## src/adcb_map.vh

```
// Purpose: Register map, field positions, reset values and timing counts
//          for the converter accumulator, burst and power-up control.
// Assumes: Registers are reached by SFR address plus SFR page.
// Notes:   Definitions only; included by bare name.
//
// What this block does
// Bit 7 selects twelve-bit converter mode.
// Accumulate bit sums results outside burst mode.
// Without accumulate, newest result overwrites pair.
// Writing zero to both bytes restarts sum.
// Accumulate bit is write-only, reads zero.
// Format field gives shift or left justify.
// Repeat field sets burst length 1..64.
// Software keeps repeat zero outside burst mode.
// Power register bit 7 selects low power.
// Power register bits 6:4 read zero.
// Outside burst, power follows main enable only.
// Burst with enable stays powered, starts immediately.
// Burst without enable sleeps, waits power-up delay.
// Delay is field plus one times 400 ns.
// Software should program power-up field to four.
// Complete flag set per conversion or burst.
// Result bytes load accumulator halves on write.
// Reserved format or repeat codes act as zero.
`ifndef ADCB_MAP_VH
`define ADCB_MAP_VH

// ----------------------------------------------------------------------
// Register addresses and pages
// ----------------------------------------------------------------------
`define ADCB_ADDR_ACC_CFG   8'hBA
`define ADCB_PAGE_ACC_CFG   8'h00
`define ADCB_ADDR_PWR_TIME  8'hBA
`define ADCB_PAGE_PWR_TIME  8'h0F
`define ADCB_ADDR_RES_HIGH  8'hBE
`define ADCB_ADDR_RES_LOW   8'hBD
`define ADCB_PAGE_RESULT    8'h00

// ----------------------------------------------------------------------
// Field positions and reset values
// ----------------------------------------------------------------------
`define ADCB_CFG_TWELVE_BIT 7
`define ADCB_CFG_ACCUM      6
`define ADCB_CFG_SJST_HI    5
`define ADCB_CFG_SJST_LO    3
`define ADCB_CFG_RPT_HI     2
`define ADCB_CFG_RPT_LO     0
`define ADCB_PWR_LPM        7
`define ADCB_PWR_FIELD_HI   3
`define ADCB_PWR_FIELD_LO   0
`define ADCB_ACC_CFG_RESET  8'h00
`define ADCB_PWR_TIME_RESET 8'h0F
`define ADCB_CFG_TWELVE_RST 1'b0
`define ADCB_PWR_FIELD_RST  4'hF
`define ADCB_SJST_LEFT      3'h4
`define ADCB_RPT_MAX        3'h5

// ----------------------------------------------------------------------
// Timing
// ----------------------------------------------------------------------
`define ADCB_CLK_PERIOD_NS  40
`define ADCB_PWR_STEP_NS    400
`define ADCB_PWR_STEP_CYC   (`ADCB_PWR_STEP_NS / `ADCB_CLK_PERIOD_NS)

`endif

```

## src/adcb_ctrl.v

```verilog
// Purpose: Accumulator configuration, burst sequencing and power-up
//          control for a successive-approximation converter.
// Assumes: SFR bus, SAR handshake and loose control bits all run on clk.
// Notes:   Reads return data one cycle after sfr_rd; unmapped reads 0x00.
`timescale 1ns/10ps
`include "adcb_map.vh"

module adcb_ctrl
(
	// Clock and reset
	input  wire        clk,
	input  wire        srst,
	// SFR access
	input  wire [7:0]  sfr_addr,
	input  wire [7:0]  sfr_page,
	input  wire        sfr_wr,
	input  wire        sfr_rd,
	input  wire [7:0]  sfr_wdata,
	output reg  [7:0]  sfr_rdata,
	// Loose control bits
	input  wire        converter_enable,
	input  wire        burst_mode_enable,
	input  wire        soc_pulse,
	input  wire        complete_clear,
	// SAR core handshake
	input  wire        conv_done,
	input  wire [11:0] conv_data,
	output reg         conv_start,
	// Converter mode and status
	output reg         twelve_bit_enable,
	output reg         low_power_mode_enable,
	output reg         sar_powered,
	output reg         conv_complete,
	output reg         busy
);

	// ------------------------------------------------------------------
	// Sequencer states
	// ------------------------------------------------------------------
	localparam ST_IDLE  = 2'b00;
	localparam ST_PWRUP = 2'b01;
	localparam ST_CONV  = 2'b10;
	localparam ST_WAIT  = 2'b11;

	// ------------------------------------------------------------------
	// Functions
	// ------------------------------------------------------------------
	// Burst length from the repeat code; reserved codes behave as zero.
	function [6:0] rpt_len;
		input [2:0] code;
		begin
			case (code)
				3'h0: rpt_len = 7'd1;
				3'h1: rpt_len = 7'd4;
				3'h2: rpt_len = 7'd8;
				3'h3: rpt_len = 7'd16;
				3'h4: rpt_len = 7'd32;
				3'h5: rpt_len = 7'd64;
				default: rpt_len = 7'd1;
			endcase
		end
	endfunction

	// True when the bus addresses a given register.
	function hit;
		input [7:0] addr;
		input [7:0] page;
		input [7:0] want_addr;
		input [7:0] want_page;
		begin
			hit = (addr == want_addr) && (page == want_page);
		end
	endfunction

	// ------------------------------------------------------------------
	// Registers
	// ------------------------------------------------------------------
	reg        accum_reg;
	reg [2:0]  sjst_reg;
	reg [2:0]  rpt_reg;
	reg [3:0]  pwr_field_reg;
	reg [15:0] acc_reg;
	reg [15:0] acc_next;
	reg [1:0]  state_reg;
	reg [1:0]  state_next;
	reg [6:0]  left_reg;
	reg [6:0]  left_next;
	reg        first_reg;
	reg        first_next;
	reg        burst_reg;
	reg        burst_next;
	reg        start_next;
	reg        pwr_start;
	reg        set_complete;
	reg [7:0]  rd_next;

	wire [15:0] fmt_word;
	wire        pwr_done;
	wire        wr_cfg;
	wire        wr_pwr;
	wire        wr_high;
	wire        wr_low;
	wire [15:0] sample;

	assign sample  = {4'h0, conv_data};
	assign wr_cfg  = sfr_wr && hit(sfr_addr, sfr_page,
		`ADCB_ADDR_ACC_CFG, `ADCB_PAGE_ACC_CFG);
	assign wr_pwr  = sfr_wr && hit(sfr_addr, sfr_page,
		`ADCB_ADDR_PWR_TIME, `ADCB_PAGE_PWR_TIME);
	assign wr_high = sfr_wr && hit(sfr_addr, sfr_page,
		`ADCB_ADDR_RES_HIGH, `ADCB_PAGE_RESULT);
	assign wr_low  = sfr_wr && hit(sfr_addr, sfr_page,
		`ADCB_ADDR_RES_LOW, `ADCB_PAGE_RESULT);

	// ------------------------------------------------------------------
	// Submodules
	// ------------------------------------------------------------------
	adcb_fmt u_fmt
	(
		.acc        (acc_reg),
		.sjst       (sjst_reg),
		.twelve_bit (twelve_bit_enable),
		.fmt_word   (fmt_word)
	);

	adcb_pwr_timer #(.STEP_CYC(`ADCB_PWR_STEP_CYC)) u_pwr
	(
		.clk   (clk),
		.srst  (srst),
		.start (pwr_start),
		.field (pwr_field_reg),
		.done  (pwr_done)
	);

	// ------------------------------------------------------------------
	// Configuration registers
	// ------------------------------------------------------------------
	// Only the implemented bits are stored, so unused bits cannot leak.
	always @(posedge clk)
	begin
		if (srst)
		begin
			twelve_bit_enable     <= `ADCB_CFG_TWELVE_RST;
			accum_reg             <= 1'b0;
			sjst_reg              <= 3'h0;
			rpt_reg               <= 3'h0;
			low_power_mode_enable <= 1'b0;
			pwr_field_reg         <= `ADCB_PWR_FIELD_RST;
		end
		else
		begin
			if (wr_cfg)
			begin
				// twelve-bit select
				twelve_bit_enable <= sfr_wdata[`ADCB_CFG_TWELVE_BIT];
				accum_reg         <= sfr_wdata[`ADCB_CFG_ACCUM];
				// reserved format fallback
				sjst_reg <= (sfr_wdata[5:3] > `ADCB_SJST_LEFT) ?
					3'h0 : sfr_wdata[5:3];
				// reserved repeat fallback
				rpt_reg <= (sfr_wdata[2:0] > `ADCB_RPT_MAX) ?
					3'h0 : sfr_wdata[2:0];
			end
			if (wr_pwr)
			begin
				// low power select
				low_power_mode_enable <= sfr_wdata[`ADCB_PWR_LPM];
				// bits 6:4 dropped
				pwr_field_reg <= sfr_wdata[3:0];
			end
		end
	end

	// ------------------------------------------------------------------
	// Sequencer and accumulator next state
	// ------------------------------------------------------------------
	// A start event is ignored while a conversion or burst is running.
	always @*
	begin
		state_next   = state_reg;
		left_next    = left_reg;
		first_next   = first_reg;
		burst_next   = burst_reg;
		acc_next     = acc_reg;
		start_next   = 1'b0;
		pwr_start    = 1'b0;
		set_complete = 1'b0;
		case (state_reg)
			ST_IDLE:
			begin
				if (soc_pulse && burst_mode_enable)
				begin
					// burst length
					left_next  = rpt_len(rpt_reg);
					first_next = 1'b1;
					burst_next = 1'b1;
					if (converter_enable)
					begin
						// immediate start
						start_next = 1'b1;
						state_next = ST_CONV;
					end
					else
					begin
						// wait power-up
						pwr_start  = 1'b1;
						state_next = ST_PWRUP;
					end
				end
				else if (soc_pulse && converter_enable)
				begin
					left_next  = 7'd1;
					burst_next = 1'b0;
					start_next = 1'b1;
					state_next = ST_CONV;
				end
			end
			ST_PWRUP:
			begin
				// delay elapsed
				if (pwr_done)
				begin
					start_next = 1'b1;
					state_next = ST_CONV;
				end
			end
			ST_CONV:
			begin
				if (conv_done)
				begin
					if (burst_reg)
					begin
						// Burst sums start fresh each burst.
						acc_next   = first_reg ? sample :
							acc_reg + sample;
						first_next = 1'b0;
					end
					// running sum
					else if (accum_reg)
						acc_next = acc_reg + sample;
					// newest result
					else
						acc_next = sample;
					left_next = left_reg - 7'd1;
					state_next = ST_WAIT;
				end
			end
			ST_WAIT:
			begin
				if (left_reg == 7'd0)
				begin
					// set on finish
					set_complete = 1'b1;
					state_next   = ST_IDLE;
				end
				else
				begin
					start_next = 1'b1;
					state_next = ST_CONV;
				end
			end
			default:
				state_next = ST_IDLE;
		endcase
		// byte load
		// zero restarts sum
		if (wr_high)
			acc_next = {sfr_wdata, acc_next[7:0]};
		if (wr_low)
			acc_next = {acc_next[15:8], sfr_wdata};
	end

	// ------------------------------------------------------------------
	// Sequencer registers and status outputs
	// ------------------------------------------------------------------
	always @(posedge clk)
	begin
		if (srst)
		begin
			state_reg     <= ST_IDLE;
			left_reg      <= 7'd0;
			first_reg     <= 1'b0;
			burst_reg     <= 1'b0;
			acc_reg       <= 16'h0000;
			conv_start    <= 1'b0;
			conv_complete <= 1'b0;
			sar_powered   <= 1'b0;
			busy          <= 1'b0;
		end
		else
		begin
			state_reg  <= state_next;
			left_reg   <= left_next;
			first_reg  <= first_next;
			burst_reg  <= burst_next;
			acc_reg    <= acc_next;
			conv_start <= start_next;
			busy       <= (state_next != ST_IDLE);
			// set beats clear
			if (set_complete)
				conv_complete <= 1'b1;
			else if (complete_clear)
				conv_complete <= 1'b0;
			// enable-only power
			if (!burst_mode_enable)
				sar_powered <= converter_enable;
			// sleep between bursts
			else
				sar_powered <= converter_enable ||
					(state_next == ST_CONV) ||
					(state_next == ST_WAIT) ||
					(state_next == ST_PWRUP);
		end
	end

	// ------------------------------------------------------------------
	// Read-back
	// ------------------------------------------------------------------
	// Unmapped addresses answer zero so software never sees stale data.
	always @*
	begin
		rd_next = 8'h00;
		if (hit(sfr_addr, sfr_page, `ADCB_ADDR_ACC_CFG,
			`ADCB_PAGE_ACC_CFG))
			// write-only bit reads zero
			rd_next = {twelve_bit_enable, 1'b0, sjst_reg, rpt_reg};
		else if (hit(sfr_addr, sfr_page, `ADCB_ADDR_PWR_TIME,
			`ADCB_PAGE_PWR_TIME))
			// unused bits zero
			rd_next = {low_power_mode_enable, 3'h0, pwr_field_reg};
		else if (hit(sfr_addr, sfr_page, `ADCB_ADDR_RES_HIGH,
			`ADCB_PAGE_RESULT))
			// formatted high byte
			rd_next = fmt_word[15:8];
		else if (hit(sfr_addr, sfr_page, `ADCB_ADDR_RES_LOW,
			`ADCB_PAGE_RESULT))
			rd_next = fmt_word[7:0];
	end

	// Read data holds until the next read strobe.
	always @(posedge clk)
	begin
		if (srst)
			sfr_rdata <= 8'h00;
		else if (sfr_rd)
			sfr_rdata <= rd_next;
	end

endmodule // adcb_ctrl

```

## src/adcb_fmt.v

```verilog
// Purpose: Formats the accumulator for read-back (shift and justify).
// Assumes: Combinational; the caller registers the byte it returns.
// Notes:   Reserved format codes fall back to plain right justify.
`timescale 1ns/10ps
`include "adcb_map.vh"

module adcb_fmt
(
	// Accumulator and format selection
	input  wire [15:0] acc,
	input  wire [2:0]  sjst,
	input  wire        twelve_bit,
	// Formatted word
	output reg  [15:0] fmt_word
);

	// ------------------------------------------------------------------
	// Shift and justify
	// ------------------------------------------------------------------
	// Left justify moves the sample's top bit to bit 15.
	// format select
	// reserved format fallback
	always @*
	begin
		case (sjst)
			3'h0: fmt_word = acc;
			3'h1: fmt_word = acc >> 1;
			3'h2: fmt_word = acc >> 2;
			3'h3: fmt_word = acc >> 3;
			`ADCB_SJST_LEFT:
				fmt_word = twelve_bit ? (acc << 4) : (acc << 6);
			default: fmt_word = acc;
		endcase
	end

endmodule // adcb_fmt

```

## src/adcb_pwr_timer.v

```verilog
// Purpose: Counts the burst power-up delay, (field + 1) steps of 400 ns.
// Assumes: start is a one-cycle pulse; field is stable while counting.
// Notes:   done pulses one cycle when the full delay has elapsed.
`timescale 1ns/10ps
`include "adcb_map.vh"

module adcb_pwr_timer
#(
	parameter STEP_CYC = `ADCB_PWR_STEP_CYC
)
(
	// Clock and reset
	input  wire       clk,
	input  wire       srst,
	// Control
	input  wire       start,
	input  wire [3:0] field,
	// Status
	output reg        done
);

	reg [8:0] count_reg;
	reg       run_reg;

	// ------------------------------------------------------------------
	// Down counter
	// ------------------------------------------------------------------
	// Loaded with the whole delay so a least time is never cut short.
	// delay length
	always @(posedge clk)
	begin
		if (srst)
		begin
			count_reg <= 9'h000;
			run_reg   <= 1'b0;
			done      <= 1'b0;
		end
		else
		begin
			done <= 1'b0;
			if (start)
			begin
				count_reg <= ({5'h00, field} + 9'h001)
					* STEP_CYC[8:0] - 9'h001;
				run_reg   <= 1'b1;
			end
			else if (run_reg)
			begin
				if (count_reg == 9'h000)
				begin
					run_reg <= 1'b0;
					done    <= 1'b1;
				end
				else
					count_reg <= count_reg - 9'h001;
			end
		end
	end

endmodule // adcb_pwr_timer
```

## config.mk

```make
export PLATFORM = sky130hd
export DESIGN_NAME = adcb_ctrl
export DESIGN_NICKNAME = d
export VERILOG_FILES = /design/src/adcb_ctrl.v /design/src/adcb_fmt.v /design/src/adcb_pwr_timer.v
export VERILOG_INCLUDE_DIRS = /design/src /design/src/src
export SDC_FILE = /design/constraint.sdc
export NUM_CORES = 1
export LEC_CHECK = 0
export BUFFER_PORTS_ARGS = -buffer_cell sky130_fd_sc_hd__buf_4
export CAP_MARGIN = 20
export CORE_MARGIN = 2
export CORE_UTILIZATION = 60
export DETAILED_ROUTE_END_ITERATION = 10
export PLACE_DENSITY = 0.93
export SETUP_SLACK_MARGIN = 0.05
export SKIP_LAST_GASP = 1
export SLEW_MARGIN = 20
export SYNTH_ARGS = -nofsm -noshare
export SYNTH_HDL_FRONTEND = slang
export SYNTH_SLANG_ARGS = --single-unit
```

## constraint.sdc

```tcl
create_clock -name clk -period 4.8 [get_ports clk]
set_input_delay 0.24 -clock clk [delete_from_list [all_inputs] [get_ports clk]]
set_output_delay 0.24 -clock clk [all_outputs]
set_load 0.03 [all_outputs]
```

---- Yosys cells after proc, flatten, opt, wreduce, memory -nomap -nowiden ----
Index checks and enable logic that the tools add are counted.
storage, ports and cells
  register bits after elaboration ......... 63
  latch bits .............................. 0
  RAM bits ................................ 0
  memory bits (read-only) ................. 0
  input port bits ......................... 45
  word-level logic and storage cells ...... 133
  memories ................................ 0
cells by class
  add/sub/neg operators ................... 5
  multipliers ............................. 1
  divide/modulo/power cells ............... 0
  order comparisons ....................... 2
  equality and inequality tests ........... 24
  shifts and indexed selects .............. 0
  muxes and demuxes ....................... 54
  bitwise operators ....................... 1
  reductions and logical operators ........ 27
operators with widths
  operator                                                            count
  16-bit two-way mux                                                  7
  16-bit case mux with 4 select lines                                 1
  8-bit two-way mux                                                   5
  7-bit case mux with 5 select lines                                  1
  9-bit two-way mux                                                   3
  8-bit == test, second input constant                                3
  1-bit two-way mux                                                   22
  7-bit two-way mux                                                   3
  9-bit by 1-bit subtractor with 9-bit output, second input constant  2
  16-bit by 12-bit adder with 16-bit output                           1
  7-bit case mux with 2 select lines                                  1
  3-bit by 2-bit == test with 1-bit output, second input constant     4
  2-bit two-way mux                                                   6
  1-bit logical AND                                                   10
  2-bit nonzero test                                                  5
  3-bit == test, second input constant                                3
  9-bit zero test                                                     1
  9-bit by 3-bit multiplier with 8-bit output, second input constant  1
  2-bit == test, second input constant                                4
  8-bit by 4-bit == test with 1-bit output, second input constant     1
  8-bit zero test                                                     1
  2-bit != test, second input constant                                4
  2-bit case mux with 4 select lines                                  1
  7-bit zero test                                                     1
  other kinds (16)                                                    23

---- Depth between registers and ports, before layout ----
  word-level depth ........................ 9
  depth in mapped cells ................... 11

---- Modules after synthesis ----
Synthesis repeated with hierarchy kept, for this count alone.
unflattened totals
  cell total of the unflattened synthesis .. 650
  area, all modules ....................... 5026.1 µm²
by module, submodules not included
  module          instances  cells an instance  area each (µm²)  sequential area each (µm²)
  adcb_ctrl       1          433                3311.9           1041.0
  adcb_pwr_timer  1          102                912.1            220.2
  adcb_fmt        1          115                802.0            0.0

---- Worst setup path after synthesis ----
No wires, ideal clock.
  path kind ............................... register to register
  start ................................... register pwr_field_reg[0]
  end ..................................... register u_pwr.count_reg[8]
  setup time .............................. 0.070 ns
  data arrival time ....................... 2.503 ns
  data required time ...................... 4.730 ns
  setup slack ............................. 2.226 ns
  stages on the path, launching flop included .. 11
  path buffers ............................ 0
  cells stage by stage .................... dfxtp_1 nand3_1 xnor2_1 ha_1 ha_1 fa_1 nor4_1 nand3b_1 xnor2_1 nand2_1 a21oi_1
between the ends
  longest elaborated chain between the ends .. 4
ends and longest elaborated chain
  element                                      RTL line             source
  start: declaration                           adcb_ctrl.v:81       reg [3:0] pwr_field_reg;
  start signal: assignment                     adcb_ctrl.v:148      pwr_field_reg <= `ADCB_PWR_FIELD_RST;
  start signal: assignment                     adcb_ctrl.v:169      pwr_field_reg <= sfr_wdata[3:0];
  4-bit by 1-bit adder with 5-bit output       adcb_pwr_timer.v:43  count_reg <= ({5'h00, field} + 9'h001)
  9-bit by 3-bit multiplier with 8-bit output  adcb_pwr_timer.v:44  * STEP_CYC[8:0] - 9'h001;
  9-bit by 1-bit subtractor with 9-bit output  adcb_pwr_timer.v:44
  9-bit two-way mux                            adcb_pwr_timer.v:41  if (start)
  end signal: assignment                       adcb_pwr_timer.v:43
  end signal: assignment                       adcb_pwr_timer.v:55  count_reg <= count_reg - 9'h001;
  end: declaration                             adcb_pwr_timer.v:22  reg [8:0] count_reg;
No other way between the ends.
A chain may end at the register's enable or synchronous reset.

---- Worst setup path after layout ----
  start ................................... register pwr_field_reg[2]
  end ..................................... register u_pwr.count_reg[8]
Same word-level chain as after synthesis.

==> results.txt <==
CP max-delay cell: fa_1
port bufs: 58
async set-or-reset flop fraction in the synthesized netlist: 0%
gr usage total: 32.8%
worst setup path startpoint: pwr_field_reg[2]$_SDFFE_PP1P_
critical path startpoint category: flop
Max Slew Vio Count: 0
drt wl/cell: 18.1 µm
sw frac: 31.6%
Synth Register Bits: 63
Post-CTS Setup Bufs: 0
Final Cycle Share: 60.1%
Syn Inst Count: 644
P_sw: 409 µW
most frequent cells in the layout: 77 x nand2_1, 75 x nor2_1, 63 x dfxtp_1
Post-Layout Cell Count: 782
Worst VDD drop: 134 µV
fin nets: 743
Fmax: 347 MHz
area grow syn2layout: 11.8%
clock network fraction of total power: 34.5%
worst slew pin tran: 1020 ps
H-tree Lvls: 3
sequential share of the synthesized area: 26.2%
final setup fails: 0
Worst Setup Path Type: flop to flop
row cnt: 32
first-pass GRT wire length: 23.0 mm
Top Ports: 59
fill count: 646
Slew HR: 31.9%
max cap viols: 0
clock-pin slew on the worst setup and hold paths: 70 ps
DR iter-0 viols: 540
HPWL after detailed placement: 10.1 mm
worst path required time: 5090 ps
P_int: 887 µW
RSZ-0062 raised after global routing: no
total grt overflow: 0
detailed-route via count: 5308
commonest non-fill, non-tap cell in the layout: nand2_1
die area: 0.00877 mm²
Placed Instances: 767
clk buf depth: 2
number of detailed-route iterations in the first pass: 9
clock sinks: 63
post-route DRC violation count: 0
top_reg_cell synth: dfxtp_1
Synth Warn #: 0
TritonCTS clock tree: done
CTS root buffer: clkbuf_8
wl on met1: 5.41 mm
die width: 93.6 µm
Post-CTS Resized: 0
hold crit path type: primary input to flop
Max stage delay on crit path: 500 ps
Critical Path Fanout Max: 5
syn_nets: 711
uppermost layer routed: met4
Layout Skew: 10.9 ps
sequential fraction of design power: 44.8%
hold path startpoint: burst_mode_enable
core box area: 0.00777 mm²
met3 WL: 1.66 mm
Cell Pwr Density: 241 mW/mm²
cts hold-fix bufs: 0
CP endpoint kind: flop
Synth Area per Inst: 7.49 µm²
Cell Area, Synth: 0.00482 mm²
Critical R2R Launch: pwr_field_reg[2]$_SDFFE_PP1P_
remaining antenna violation count: 0
Hold Fails Final Rpt: 0
Distinct cells, synth: 65
vias in the first global route: 4916
final WL: 14.2 mm
layout cell share with drive strength beyond 1: 13.7%
EDFF count, synth: 0
Vias/cell: 6.79
starting density of the core: 62.1%
Routed met2 length: 6.46 mm
critical-path cell list: nand3_1 -> xnor2_1 -> ha_1 -> ha_1 -> fa_1 -> nor4_1 -> nand3b_1 -> xnor2_1 -> nand2_1 -> a21oi_1
Gate power share: 20.7%
clock buffer count from CTS: 9
Final TNS setup: 0 ps
Period minus WS final: 2880 ps
status: finished, final reports clean
initial antenna violation count: 0
chip height: 93.6 µm
RD Place Congestion: 0.935
largest net degree at the start of global routing: 57
antenna fix cells: 0
Pleak: 0.00198 µW
Clock Latency Late Sink: 360 ps
worst path arrival time: 3170 ps
max reg flops: 16
-- critical path, delay by kind of cell, from the launching register on --
kind / cells / cell delay (ps)
flip-flops: 1 / 440
AO/OA/AOI/OAI: 1 / 170
AND/OR/NAND/NOR: 4 / 810
adder cells (fa/ha/maj): 3 / 1010
XOR/XNOR: 2 / 400
-- cell type report --
type | instances | area [µm²] | area share, %
Tap cell | 102 | 128 | 2.37
Timing Repair Buffer | 62 | 465 | 8.64
Clock buffer | 12 | 165 | 3.06
Clock inverter | 3 | 17.5 | 0.325
Multi-Input combinational cell | 520 | 3280 | 60.8
Sequential cell | 63 | 1260 | 23.4
Inverter | 20 | 75.1 | 1.39
-- worst paths after layout --
path	endpoint	slack (ps)	cells after the start
min reg2reg	sfr_rdata[1]$_SDFFE_PP0P_	460	2
min	sar_powered$_SDFF_PP0_	110	2
max	u_pwr.count_reg[8]$_SDFFE_PP0P_	1920	10
max reg2reg	u_pwr.count_reg[8]$_SDFFE_PP0P_	1920	10
-- synthesized netlist by cell type (6+ instances only) --
library cell	instances	area (µm²)
a211oi_1	18	135
a21oi_1	60	300
a221oi_1	8	70.1
a22oi_1	6	45.0
a311oi_1	10	87.6
clkbuf_1	31	116
dfxtp_1	63	1260
ha_1	20	250
inv_1	20	75.1
mux2i_1	23	230
nand2_1	77	289
nand2b_1	11	68.8
nand3_1	16	80.1
nor2_1	75	282
nor2b_1	6	37.5
nor3_1	17	85.1
nor4_1	10	62.6
o211ai_1	7	52.6
o21ai_0	42	210
o221ai_1	7	61.3
o22ai_1	7	43.8
xnor2_1	19	166
xor2_1	10	87.6
-- per-stage QoR --
stage | power [µW] | instance area [µm²] | worst slack (ps) | hold slack [ps] | utilization, %
after global routing | 1350 | 5390 | 1640 | 106 | 69.4
after floorplan | 766 | 4820 | 2230 | 317 | -
after CTS | 1280 | 5390 | 1930 | 98.0 | 69.4
final | 1300 | 5390 | 1920 | 106 | 69.4
after global placement | 836 | 5210 | 2070 | 442 | 67.0
after detailed placement | 851 | 5210 | 1960 | 449 | 67.0
-- kinds of logic after synthesis --
family	share of synthesized area [%]
xor gates and xnor gates	5.27
DFF	26.2
and+or+nand+nor	24.1
adders and majority gates	6.02
muxes	6.18
buffers and inverters	5.84
other	0.0778
AOI/OAI and AO/OA	26.4
-- metal layers --
layer | global-route usage [%] | vias to the layer above
li1 | - | 2432
met1 | 41.2 | 2442
met2 | 52.6 | 361
met3 | 7.57 | 73
met4 | 16.8 | 0
met5 | 0 | -
-- power groups by stage --
stage | clock [µW] | combinational, µW | sequential [µW]
6_report | 448 | 268 | 581
5_1_grt | 467 | 294 | 584
4_1_cts | 442 | 263 | 579
3_5_place_dp | 0 | 261 | 591
3_3_place_gp | 0 | 248 | 589
2_1_floorplan | 0 | 181 | 585
No activity file was read; power rests on OpenSTA's default activity.
